[src/core/snsp_consts.vh]
`ifndef SNSP_CONSTS_VH
`define SNSP_CONSTS_VH

// Register byte addresses
`define SNSP_ADDR_DISC 8'h00
`define SNSP_ADDR_FLUSH 8'h04
`define SNSP_ADDR_PACK 8'h08
`define SNSP_ADDR_TRIG 8'h0C
`define SNSP_ADDR_OPT 8'h10
`define SNSP_ADDR_RIP 8'h14
`define SNSP_ADDR_RPORT 8'h18
`define SNSP_ADDR_STAT 8'h1C

// Reset values
`define SNSP_RST_BYTE 8'h00
`define SNSP_RST_OPT 3'h3
`define SNSP_RST_WORD 32'h00000000
`define SNSP_RST_PORT 16'h0000

// Disconnect policy fields
`define SNSP_DISC_MCTL 7
`define SNSP_DISC_COMCTL 6
`define SNSP_DISC_EOT 5
`define SNSP_DISC_PASSWD 4
`define SNSP_DISC_NOHARD 3
`define SNSP_DISC_LEDOFF 0

// Buffer flush policy fields
`define SNSP_FL_ALT 7
`define SNSP_FL_S2N_DISC 6
`define SNSP_FL_S2N_NET 5
`define SNSP_FL_S2N_DEV 4
`define SNSP_FL_N2S_DISC 2
`define SNSP_FL_N2S_NET 1
`define SNSP_FL_N2S_DEV 0

// Packing option fields
`define SNSP_PK_IV_HI 1
`define SNSP_PK_IV_LO 0
`define SNSP_PK_TR_HI 3
`define SNSP_PK_TR_LO 2
`define SNSP_PK_SEQ 4
`define SNSP_PK_IMM 5

// Option register fields
`define SNSP_OPT_ESC 0
`define SNSP_OPT_RING 1
`define SNSP_OPT_AINC 2

// Encodings
`define SNSP_IV_12MS 2'h0
`define SNSP_IV_52MS 2'h1
`define SNSP_IV_250MS 2'h2
`define SNSP_TR_NONE 2'h0
`define SNSP_TR_ONE 2'h1
`define SNSP_TR_TWO 2'h2
`define SNSP_EOT_CHAR 8'h04
`define SNSP_NO_CHAR 8'h00

// Timing in own units
`define SNSP_CLK_MHZ 100
`define SNSP_T0_MS 12
`define SNSP_T1_MS 52
`define SNSP_T2_MS 250
`define SNSP_T3_SEC 5
`define SNSP_BLINK_MS 250

`endif

[src/core/snsp_top_dummy_none.v]
`timescale 1ns/1ps
`default_nettype none
`default_nettype wire

[src/core/snsp_top.v]
// Our own choices: the register addresses and register access over APB.
`include "snsp_consts.vh"
`timescale 1ns/1ps
`default_nettype none

module snsp_top #(
	parameter [31:0] PACK_T0_CYC = `SNSP_T0_MS * 1000 * `SNSP_CLK_MHZ,
	parameter [31:0] PACK_T1_CYC = `SNSP_T1_MS * 1000 * `SNSP_CLK_MHZ,
	parameter [31:0] PACK_T2_CYC = `SNSP_T2_MS * 1000 * `SNSP_CLK_MHZ,
	parameter [31:0] PACK_T3_CYC = `SNSP_T3_SEC * 1000000 * `SNSP_CLK_MHZ,
	parameter [31:0] BLINK_CYC = `SNSP_BLINK_MS * 1000 * `SNSP_CLK_MHZ,
	parameter [15:0] LOCAL_PORT_BASE = 16'h2710
) (
	input wire clock,
	input wire nrst,
	input wire psel,
	input wire penable,
	input wire pwrite,
	input wire [7:0] paddr,
	input wire [31:0] pwdata,
	output reg [31:0] prdata,
	output reg pready,
	output reg pslverr,
	input wire ser_valid,
	input wire [7:0] ser_data,
	input wire modem_ctrl_in,
	input wire sess_active,
	input wire sess_open_dev,
	input wire sess_open_net,
	input wire sess_closed,
	input wire status_seg_req,
	output reg seg_release,
	output reg seg_include_buffered,
	output reg sess_drop,
	output reg hard_close_en,
	output reg com_port_ctrl_en,
	output reg send_term_type,
	output reg password_req,
	output reg state_led,
	output reg s2n_flush,
	output reg n2s_flush,
	output reg escape_en,
	output reg ring_ip_en,
	output reg [31:0] remote_ip,
	output reg [15:0] remote_port,
	output reg [15:0] local_port
);

	// Trailer tracking states
	localparam [1:0] ST_IDLE = 2'b01;
	localparam [1:0] ST_TRAIL = 2'b10;

	reg [7:0] disc_ff;
	reg [7:0] flush_ff;
	reg [7:0] pack_ff;
	reg [15:0] trig_ff;
	reg [2:0] opt_ff;
	reg [31:0] rip_ff;
	reg [15:0] rport_ff;
	reg mctl_prev_ff;
	reg [7:0] prev_char_ff;
	reg [15:0] pend_ff;
	reg [31:0] timer_ff;
	reg [31:0] blink_cnt_ff;
	reg blink_ff;
	reg [1:0] state_ff;
	reg [1:0] trail_ff;
	reg [31:0] nxt_rdata;
	reg nxt_err;
	reg [31:0] wait_cyc;
	reg [1:0] nxt_state;
	reg [1:0] nxt_trail;
	reg nxt_release;
	wire apb_done;
	wire apb_wr;
	wire alt_en;
	wire [1:0] iv_sel;
	wire [1:0] trail_sel;
	wire seq_mode;
	wire imm_mode;
	wire [7:0] trig1;
	wire [7:0] trig2;
	wire trig_hit;
	wire timeout;
	wire mctl_fall;
	wire new_sess;

	// One wait state keeps read data and ready straight from flops
	assign apb_done = psel & penable & pready;
	assign apb_wr = apb_done & pwrite;

	// Alternate packing gates every packing field; standard scheme falls back to zeros
	assign alt_en = flush_ff[`SNSP_FL_ALT];
	assign iv_sel = alt_en ? pack_ff[`SNSP_PK_IV_HI:`SNSP_PK_IV_LO] : `SNSP_IV_12MS;
	assign trail_sel = alt_en ? pack_ff[`SNSP_PK_TR_HI:`SNSP_PK_TR_LO] : `SNSP_TR_NONE;
	assign seq_mode = alt_en & pack_ff[`SNSP_PK_SEQ];
	assign imm_mode = alt_en & pack_ff[`SNSP_PK_IMM];
	assign trig1 = trig_ff[7:0];
	assign trig2 = trig_ff[15:8];

	// A zero first trigger disables both; pair mode needs the first then the second
	assign trig_hit = ser_valid & (trig1 != `SNSP_NO_CHAR) &
		(seq_mode ? (prev_char_ff == trig1) & (ser_data == trig2) :
		((ser_data == trig1) | (ser_data == trig2)));

	assign timeout = (timer_ff == 32'h00000000) & (pend_ff != 16'h0000) & ~ser_valid;
	assign mctl_fall = mctl_prev_ff & ~modem_ctrl_in;
	assign new_sess = sess_open_dev | sess_open_net;

	// Wait time lookup; code 11 is the longest setting
	always @* begin
		case (iv_sel)
			`SNSP_IV_12MS: wait_cyc = PACK_T0_CYC;
			`SNSP_IV_52MS: wait_cyc = PACK_T1_CYC;
			`SNSP_IV_250MS: wait_cyc = PACK_T2_CYC;
			default: wait_cyc = PACK_T3_CYC;
		endcase
	end

	// Read mux; unmapped addresses answer zero with an error
	always @* begin
		nxt_rdata = `SNSP_RST_WORD;
		nxt_err = 1'b0;
		case (paddr)
			`SNSP_ADDR_DISC: nxt_rdata = {24'h000000, disc_ff};
			`SNSP_ADDR_FLUSH: nxt_rdata = {24'h000000, flush_ff};
			`SNSP_ADDR_PACK: nxt_rdata = {24'h000000, pack_ff};
			`SNSP_ADDR_TRIG: nxt_rdata = {16'h0000, trig_ff};
			`SNSP_ADDR_OPT: nxt_rdata = {29'h00000000, opt_ff};
			`SNSP_ADDR_RIP: nxt_rdata = rip_ff;
			`SNSP_ADDR_RPORT: nxt_rdata = {16'h0000, rport_ff};
			`SNSP_ADDR_STAT: nxt_rdata = {local_port, pend_ff[13:0], state_led, sess_active};
			default: nxt_err = 1'b1;
		endcase
	end

	// APB handshake: ready rises one cycle into the access phase
	always @(posedge clock or negedge nrst) begin
		if (!nrst) begin
			pready <= 1'b0;
			prdata <= `SNSP_RST_WORD;
			pslverr <= 1'b0;
		end else begin
			pready <= psel & penable & ~pready;
			prdata <= (psel & penable & ~pready & ~pwrite) ? nxt_rdata : `SNSP_RST_WORD;
			pslverr <= psel & penable & ~pready & nxt_err;
		end
	end

	// Register file; stored bytes are kept whole except the option register, which keeps pwdata[2:0]; unassigned bits steer nothing
	always @(posedge clock or negedge nrst) begin
		if (!nrst) begin
			disc_ff <= `SNSP_RST_BYTE;
			flush_ff <= `SNSP_RST_BYTE;
			pack_ff <= `SNSP_RST_BYTE;
			trig_ff <= `SNSP_RST_PORT;
			opt_ff <= `SNSP_RST_OPT;
			rip_ff <= `SNSP_RST_WORD;
			rport_ff <= `SNSP_RST_PORT;
		end else if (apb_wr) begin
			case (paddr)
				`SNSP_ADDR_DISC: disc_ff <= pwdata[7:0];
				`SNSP_ADDR_FLUSH: flush_ff <= pwdata[7:0];
				`SNSP_ADDR_PACK: pack_ff <= pwdata[7:0];
				`SNSP_ADDR_TRIG: trig_ff <= pwdata[15:0];
				`SNSP_ADDR_OPT: opt_ff <= pwdata[2:0];
				`SNSP_ADDR_RIP: rip_ff <= pwdata;
				`SNSP_ADDR_RPORT: rport_ff <= pwdata[15:0];
				default: disc_ff <= disc_ff;
			endcase
		end
	end

	// Level outputs copy their policy bits; hard_close_en takes the inverse of its bit
	always @(posedge clock or negedge nrst) begin
		if (!nrst) begin
			hard_close_en <= 1'b0;
			com_port_ctrl_en <= 1'b0;
			password_req <= 1'b0;
			escape_en <= 1'b0;
			ring_ip_en <= 1'b0;
			remote_ip <= `SNSP_RST_WORD;
			remote_port <= `SNSP_RST_PORT;
		end else begin
			hard_close_en <= ~disc_ff[`SNSP_DISC_NOHARD];
			com_port_ctrl_en <= disc_ff[`SNSP_DISC_COMCTL];
			password_req <= disc_ff[`SNSP_DISC_PASSWD];
			escape_en <= opt_ff[`SNSP_OPT_ESC];
			ring_ip_en <= opt_ff[`SNSP_OPT_RING];
			remote_ip <= rip_ff;
			remote_port <= rport_ff;
		end
	end

	// Session events: drops, flushes, terminal type announcement
	always @(posedge clock or negedge nrst) begin
		if (!nrst) begin
			mctl_prev_ff <= 1'b0;
			sess_drop <= 1'b0;
			send_term_type <= 1'b0;
			s2n_flush <= 1'b0;
			n2s_flush <= 1'b0;
		end else begin
			mctl_prev_ff <= modem_ctrl_in;
			// Only a high-to-low edge counts, a low level alone never drops
			sess_drop <= sess_active & ((disc_ff[`SNSP_DISC_MCTL] & mctl_fall) |
				(disc_ff[`SNSP_DISC_EOT] & disc_ff[`SNSP_DISC_COMCTL] &
				ser_valid & (ser_data == `SNSP_EOT_CHAR)));
			send_term_type <= sess_open_dev & disc_ff[`SNSP_DISC_COMCTL];
			s2n_flush <= (sess_open_dev & flush_ff[`SNSP_FL_S2N_DEV]) |
				(sess_open_net & flush_ff[`SNSP_FL_S2N_NET]) |
				(sess_closed & flush_ff[`SNSP_FL_S2N_DISC]);
			n2s_flush <= (sess_open_dev & flush_ff[`SNSP_FL_N2S_DEV]) |
				(sess_open_net & flush_ff[`SNSP_FL_N2S_NET]) |
				(sess_closed & flush_ff[`SNSP_FL_N2S_DISC]);
		end
	end

	// Local port steps per new session when auto-increment is on
	always @(posedge clock or negedge nrst) begin
		if (!nrst) begin
			local_port <= `SNSP_RST_PORT;
		end else if (local_port == `SNSP_RST_PORT) begin
			local_port <= LOCAL_PORT_BASE;
		end else if (new_sess & opt_ff[`SNSP_OPT_AINC]) begin
			local_port <= local_port + 16'h0001;
		end
	end

	// Trailer state machine decides when a trigger releases the segment
	always @* begin
		nxt_state = state_ff;
		nxt_trail = trail_ff;
		nxt_release = 1'b0;
		case (state_ff)
			ST_IDLE: begin
				if (trig_hit) begin
					if ((trail_sel == `SNSP_TR_ONE) | (trail_sel == `SNSP_TR_TWO)) begin
						nxt_state = ST_TRAIL;
						nxt_trail = trail_sel;
					end else begin
						nxt_release = 1'b1;
					end
				end else if (timeout | status_seg_req) begin
					nxt_release = 1'b1;
				end
			end
			ST_TRAIL: begin
				if (ser_valid) begin
					nxt_trail = trail_ff - 2'h1;
					if (trail_ff == `SNSP_TR_ONE) begin
						nxt_state = ST_IDLE;
						nxt_release = 1'b1;
					end
				end else if (timeout | status_seg_req) begin
					nxt_state = ST_IDLE;
					nxt_release = 1'b1;
				end
			end
			default: nxt_state = ST_IDLE;
		endcase
	end

	// Pending count, wait timer and release strobes
	always @(posedge clock or negedge nrst) begin
		if (!nrst) begin
			state_ff <= ST_IDLE;
			trail_ff <= `SNSP_TR_NONE;
			prev_char_ff <= `SNSP_NO_CHAR;
			pend_ff <= 16'h0000;
			timer_ff <= 32'h00000000;
			seg_release <= 1'b0;
			seg_include_buffered <= 1'b1;
		end else begin
			state_ff <= nxt_state;
			trail_ff <= nxt_trail;
			seg_release <= nxt_release;
			seg_include_buffered <= ~imm_mode;
			if (ser_valid) begin
				prev_char_ff <= ser_data;
			end
			// Flush beats a new character: the buffer it counts is gone
			if (s2n_flush | nxt_release) begin
				pend_ff <= 16'h0000;
			end else if (ser_valid & (pend_ff != 16'hFFFF)) begin
				pend_ff <= pend_ff + 16'h0001;
			end
			// Each character restarts the wait; it also spaces successive segments
			if (ser_valid | nxt_release) begin
				timer_ff <= wait_cyc;
			end else if (timer_ff != 32'h00000000) begin
				timer_ff <= timer_ff - 32'h00000001;
			end
		end
	end

	// State indicator blinks in a session unless held off
	always @(posedge clock or negedge nrst) begin
		if (!nrst) begin
			blink_cnt_ff <= 32'h00000000;
			blink_ff <= 1'b0;
			state_led <= 1'b0;
		end else begin
			if (blink_cnt_ff == 32'h00000000) begin
				blink_cnt_ff <= BLINK_CYC;
				blink_ff <= ~blink_ff;
			end else begin
				blink_cnt_ff <= blink_cnt_ff - 32'h00000001;
			end
			if (!sess_active) begin
				state_led <= 1'b1;
			end else begin
				state_led <= disc_ff[`SNSP_DISC_LEDOFF] ? 1'b0 : blink_ff;
			end
		end
	end

endmodule // snsp_top

`default_nettype wire

[config.mk]
export PLATFORM = sky130hd
export DESIGN_NAME = snsp_top
export DESIGN_NICKNAME = d
export VERILOG_FILES = /design/src/core/snsp_top_dummy_none.v /design/src/core/snsp_top.v
export VERILOG_INCLUDE_DIRS = /design/src /design/src/core
export SDC_FILE = /design/constraint.sdc
export NUM_CORES = 1
export LEC_CHECK = 0
export CELL_PAD_IN_SITES_DETAIL_PLACEMENT = 1
export CELL_PAD_IN_SITES_GLOBAL_PLACEMENT = 1
export CORE_UTILIZATION = 55
export CTS_CLUSTER_DIAMETER = 200
export CTS_CLUSTER_SIZE = 40
export DETAILED_ROUTE_END_ITERATION = 6
export DONT_BUFFER_PORTS = 1
export PLACE_DENSITY = 0.86
export SLEW_MARGIN = 20
export SYNTH_ARGS = -nofsm -noshare
export SYNTH_HDL_FRONTEND = slang
export SYNTH_SLANG_ARGS = --single-unit
[constraint.sdc]
create_clock -name clock -period 5.1 [get_ports clock]
set_input_delay 1.275 -clock clock [delete_from_list [all_inputs] [get_ports clock]]
set_output_delay 1.275 -clock clock [all_outputs]
set_load 0.01 [all_outputs]
---- Yosys cells after proc, flatten, opt, wreduce, memory -nomap -nowiden ----
Cells that the tools add are included.
storage, ports and cells
  flip-flop bits (word level) ............. 295
  latch bits .............................. 0
  bits in writable memories ............... 0
  ROM bits ................................ 0
  output and inout port bits .............. 110
  memories ................................ 0
operators by class
  $add $sub $neg .......................... 5
  multiply operators ...................... 0
  divide/modulo/power cells ............... 0
  $lt $le $gt $ge ......................... 0
  equal/unequal tests ..................... 24
  shift-type cells ........................ 0
  mux-type cells .......................... 32
  bitwise logic cells ..................... 46
  reduce and logical (&&, ||, !) cells .... 22
operators with widths
  operator                 count
  $pmux W32 S8             1
  $mux W32                 4
  $pmux W29 S3             1
  $logic_not A32 Y1        2
  $mux W16                 4
  $sub A32 B1 Y32 const B  2
  $add A16 B1 Y16 const B  2
  $eq A8 B5 Y1 const B     4
  $reduce_bool A32 Y1      1
  $and A1 B1 Y1            28
  $eq A8 B8 Y1             3
  $mux W2                  10
  $eq A8 B3 Y1 const B     2
  $eq A8 B4 Y1 const B     2
  $logic_not A16 Y1        1
  $ne A16 B16 Y1 const B   1
  $reduce_bool A16 Y1      1
  $reduce_and A2 Y1        7
  $or A1 B1 Y1             11
  $mux W1                  9
  $eq A2 B1 Y1 const B     4
  $logic_not A8 Y1         1
  $pmux W2 S2              2
  $reduce_and A4 Y1        2
  other kinds (10)         24

---- Longest topological paths before layout ----
  depth after elaboration ................. 9
  gate-level depth with buffers ........... 11
  depth with buffers taken out ............ 9

---- Least setup slack after synthesis ----
Ideal clock, no wire load.
  path type ............................... input port to flip-flop
  start point ............................. input paddr[1]
  end point ............................... register pack_ff[0]
  arrival time ............................ 3.356 ns
  required time ........................... 4.975 ns
  setup slack ............................. 1.619 ns
  stages on the path ...................... 6
  buffers on the path ..................... 1
  cells stage by stage .................... nor4_1 -> nand2_1 -> nor4_1 -> and2_1 -> clkbuf_1 -> mux2_2
between the ends
  word-level cells in the longest chain between the ends .. 2
ends and longest elaborated chain
  what                                RTL line        RTL
  start: declaration                  snsp_top.v:19   input wire [7:0] paddr,
  $eq A8 B4 Y1                        snsp_top.v:161  case (paddr)
  $reduce_and A2 Y1 (no source line)  --
  end signal: assignment              snsp_top.v:155  pack_ff <= `SNSP_RST_BYTE;
  end signal: assignment              snsp_top.v:164  `SNSP_ADDR_PACK: pack_ff <= pwdata[7:0];
  end: declaration                    snsp_top.v:55   reg [7:0] pack_ff;
Every way passes these cells.
A chain may end at the register's enable or synchronous reset.

---- Worst setup path after layout ----
  start point ............................. register timer_ff[0]
  end point ............................... register timer_ff[27]
between the ends
  word-level cells in the longest chain between the ends .. 9
ends and longest elaborated chain
  what                                            RTL line                        RTL
  start: declaration                              snsp_top.v:63                   reg [31:0] timer_ff;
  start signal: assignment                        snsp_top.v:290                  timer_ff <= wait_cyc;
  start signal: assignment                        snsp_top.v:292                  timer_ff <= timer_ff - 32'h00000001;
  $logic_not A32 Y1                               snsp_top.v:106                  assign timeout = (timer_ff == 32'h00000000) & (pend_ff != 16'h0000) & ~ser_valid;
  $and A1 B1 Y1 (2 in series)                     snsp_top.v:106
  $or A1 B1 Y1                                    snsp_top.v:244, snsp_top.v:255
  $mux W1                                         snsp_top.v:244, snsp_top.v:255
  $mux W1 (on tied branches)                      snsp_top.v:249, snsp_top.v:237
  $pmux W1 S2                                     snsp_top.v:235                  case (state_ff)
  $or A1 B1 Y1                                    snsp_top.v:289                  if (ser_valid | nxt_release) begin
  $mux W32 or $reduce_bool A2 Y1 (tied branches)  --
Parallel ways exist; a longest one is shown, timed or not. The select of a mux whose other input is x is not followed.

==> results.md <==
- Port bufs: 0
- Worst vdd ir: 0.322 mV
- Total grt overflow: 0
- Max Slew Vio Count: 0
- DR vias/cell: 6.45
- Slowest cell delay on critical path: 0.59 ns
- Ys async rst share: 1.00
- Diode count: 0
- Most frequent CP cell: nor3_1
- Root Driver: clkbuf_16
- Reg clk slew, reported paths: 0.15 ns
- Die ar.: 23600 sq um
- Placed Area: 12900 sq um
- Clock sinks: 295
- Startpoint types: register
- Design area: 13300 sq um
- Status: finished clean
- Routability cong.: 0.815
- Hold_buf cts: 0
- Drt wl/cell: 25.2 um
- Top sig layer: met4
- Final Hold Viols: 0
- DP Cell Count: 1303
- Drt pass-1 iters: 5
- All-layer global routing usage: 0.288
- Crit share post-route: 0.677
- Synthesis Warnings: 0
- Largest net degree at the start of global routing: 296
- CP max stage cell: or4b_2
- Register area: 7390 sq um
- Synth Cell Area: 12700 sq um
- Final non-filler cell total: 1318
- Rel. slew slack: 0.326
- Clk buf depth: 3
- Syn Nets: 1122
- Routed wire length: 33.2 mm
- Fin nets: 1105
- Starting Density: 0.559
- Worst flop-to-flop path startpoint: timer_ff[0]
- Top_reg_cell synth: dfrtp_1
- Worst min-delay path class: reg -> reg
- DR vias: 8505
- Met3 WL: 2.26 mm
- Worst skew pair latency: 0.52 ns
- CP Class: reg -> reg
- Final setup TNS: 0 ns
- Multi-input logic area: 5030 sq um
- Crit-path cells: inv_1, ha_1, or4b_2, nor3_1, nand3_1, nor4_1, nor3_1, o221a_2, mux2_1
- Leak: 6.04 nW
- Worst-margin pin slew: 1.01 ns
- Max-cap violations: 0
- Hold Path End: remote_ip[2]
- Fin util: 0.585
- Synthesized area per cell: 12.1 sq um
- Number of flops mapped to enable cells by yosys: 0
- DR DRC count: 0
- H-tree depth: 1
- Setup ws final: 1.65 ns
- Ports: 170
- WL met2: 16.6 mm
- Synth Instances: 1048
- Critical path arrival: 3.87 ns
- Fill cells: 2286
- Synth area leader: dfrtp_1
- FF-to-FF End: timer_ff[27]
- Layout cells sized above 1: 0.136
- First-pass GRT wire length: 53.1 mm
- Crit-path max FO: 32
- Synth area leaders: dfrtp_1 57%, mux2_2 9.3%, xor2_1 4.3%, a22oi_1 3.0%, xnor2_1 2.8%
- Number of global-route vias before repair: 9359
- RSZ-0062 raised after global routing: no
- PostCTS Resize Cnt: 0
- F_max: 0.290 GHz
- Post-DP HPWL: 22.9 mm
- Top cell type's share of synthesized area: 0.575
- Initial antenna violation count: 1
- Setup bufs post-CTS: 0
- Unique masters post-synth: 61
- FF-to-FF setup slack: 1.65 ns
- Antenna Violating Nets Remaining: 0
- Number of cells on the worst hold path: 0
- Die width: 154 um
- CTS buffer count: 11
- #FFs+latches synth: 295
- Pre-CTS setup slack: 1.25 ns
- CP endpoint kind: register
- Critical Path RT: 5.52 ns
- HP Start: rip_ff[2]
- M1 WL: 13.4 mm
- Final setup violation count: 0
- TritonCTS clock tree: yes
- Core Rows: 55
- P per Cell Area: 275 nW/um^2
- Core area: 22600 sq um
- R2R cell count: 9
- Seq/Total Area, Yosys: 0.583
- Synth-to-layout area growth: 4.64%
- DIE HEIGHT: 154 um
- Setup Skew: 0.0507 ns
- Tmin final: 3.45 ns
- DRT iter0 DRCs: 649
-- routing by layer --
metal,global-route usage,up-vias
li1,-,3682
met5,0,-
met3,0.0629,59
met1,0.372,4458
met4,0.0919,0
met2,0.485,306
-- worst max path at each step --
stage                                from              end  slack, ns  cells after the start
after floorplan                  paddr[1]       pack_ff[0]       1.62                      6
after global placement           paddr[1]        rip_ff[8]       1.39                      5
after detailed placement         paddr[1]        rip_ff[6]       1.25                      5
after CTS                     timer_ff[0]     timer_ff[27]       1.67                      9
after global routing      blink_cnt_ff[2]  blink_cnt_ff[3]       1.48                      7
final                         timer_ff[0]     timer_ff[27]       1.65                      9
-- power breakdown --
part | total [W] | leakage (nW) | switching, W | internal, W
Sequential | 0.00240 | 3.92 | 0.0000346 | 0.00236
Clock | 0.00112 | 0.151 | 0.000707 | 0.000416
Combinational | 0.000126 | 1.97 | 0.0000647 | 0.0000608
Total | 0.00365 | 6.04 | 0.000807 | 0.00284
-- critical path, delay by kind of cell, from the launching register on --
family          cells  cell delay, ns
simple gates        5            1.67
compound gates      1            0.55
mux                 1            0.42
flops               1            0.41
fa+ha+maj           1            0.18
buf+inv             1            0.12
-- state kept, by name, summed over array words and instances (netlist names), 2 cells and up --
| signal | count |
|---|---|
| blink_cnt_ff | 32 |
| prdata | 32 |
| remote_ip | 32 |
| rip_ff | 32 |
| timer_ff | 32 |
| local_port | 16 |
| pend_ff | 16 |
| remote_port | 16 |
| rport_ff | 16 |
| trig_ff | 16 |
| disc_ff | 8 |
| flush_ff | 8 |
| pack_ff | 8 |
| prev_char_ff | 8 |
| opt_ff | 3 |
| state_ff | 2 |
| trail_ff | 2 |
-- logic make-up (layout without fill, tap and decap cells) --
logic type	count (synthesis)	count (layout)	synth area share
multiplexers	125	125	0.109
XOR/XNOR	103	103	0.0712
buffers and inverters	65	50	0.0204
flip-flops	295	295	0.583
AND/OR/NAND/NOR	318	318	0.130
adder cells (fa/ha/maj)	14	14	0.0138
AO/OA/AOI/OAI	128	128	0.0720
-- per-stage QoR --
stage          hold slack [ns]  power, W
2_1_floorplan            0.368   0.00253
3_3_place_gp             0.380   0.00256
3_5_place_dp             0.385   0.00257
4_1_cts                  0.410   0.00367
5_1_grt                  0.426   0.00375
6_report                 0.412   0.00365
-- Yosys cell counts, drive strengths merged, types with 12 or more instances --
cell type	count
a211oi	14
a21oi	17
a22oi	50
and2	17
clkbuf	29
dfrtp	291
ha	14
inv	25
mux2	106
mux2i	19
nand2	67
nand3	21
nand4	12
nor2	76
nor3	33
nor4	31
o21ai	14
xnor2	41
xor2	62
-- placed cells by master (no fill, tap or decap), types with 19 or more instances in the layout --
master,count
dfrtp_1,291
nand3_1,21
mux2i_1,19
a22oi_1,50
xnor2_1,41
mux2_2,105
nor3_1,33
xor2_1,62
inv_1,25
nor4_1,30
nor2_1,76
nand2_1,66
-- area by class of cell --
class	instances	share of cell area
inverter	26	0.00736
tap	285	0.0269
multi-input combinational	688	0.379
sequential	295	0.557
timing repair buffer	9	0.00510
clock buffer	14	0.0216
clock inverter	1	0.00227
Note: power is estimated with default switching activity, not from simulation.
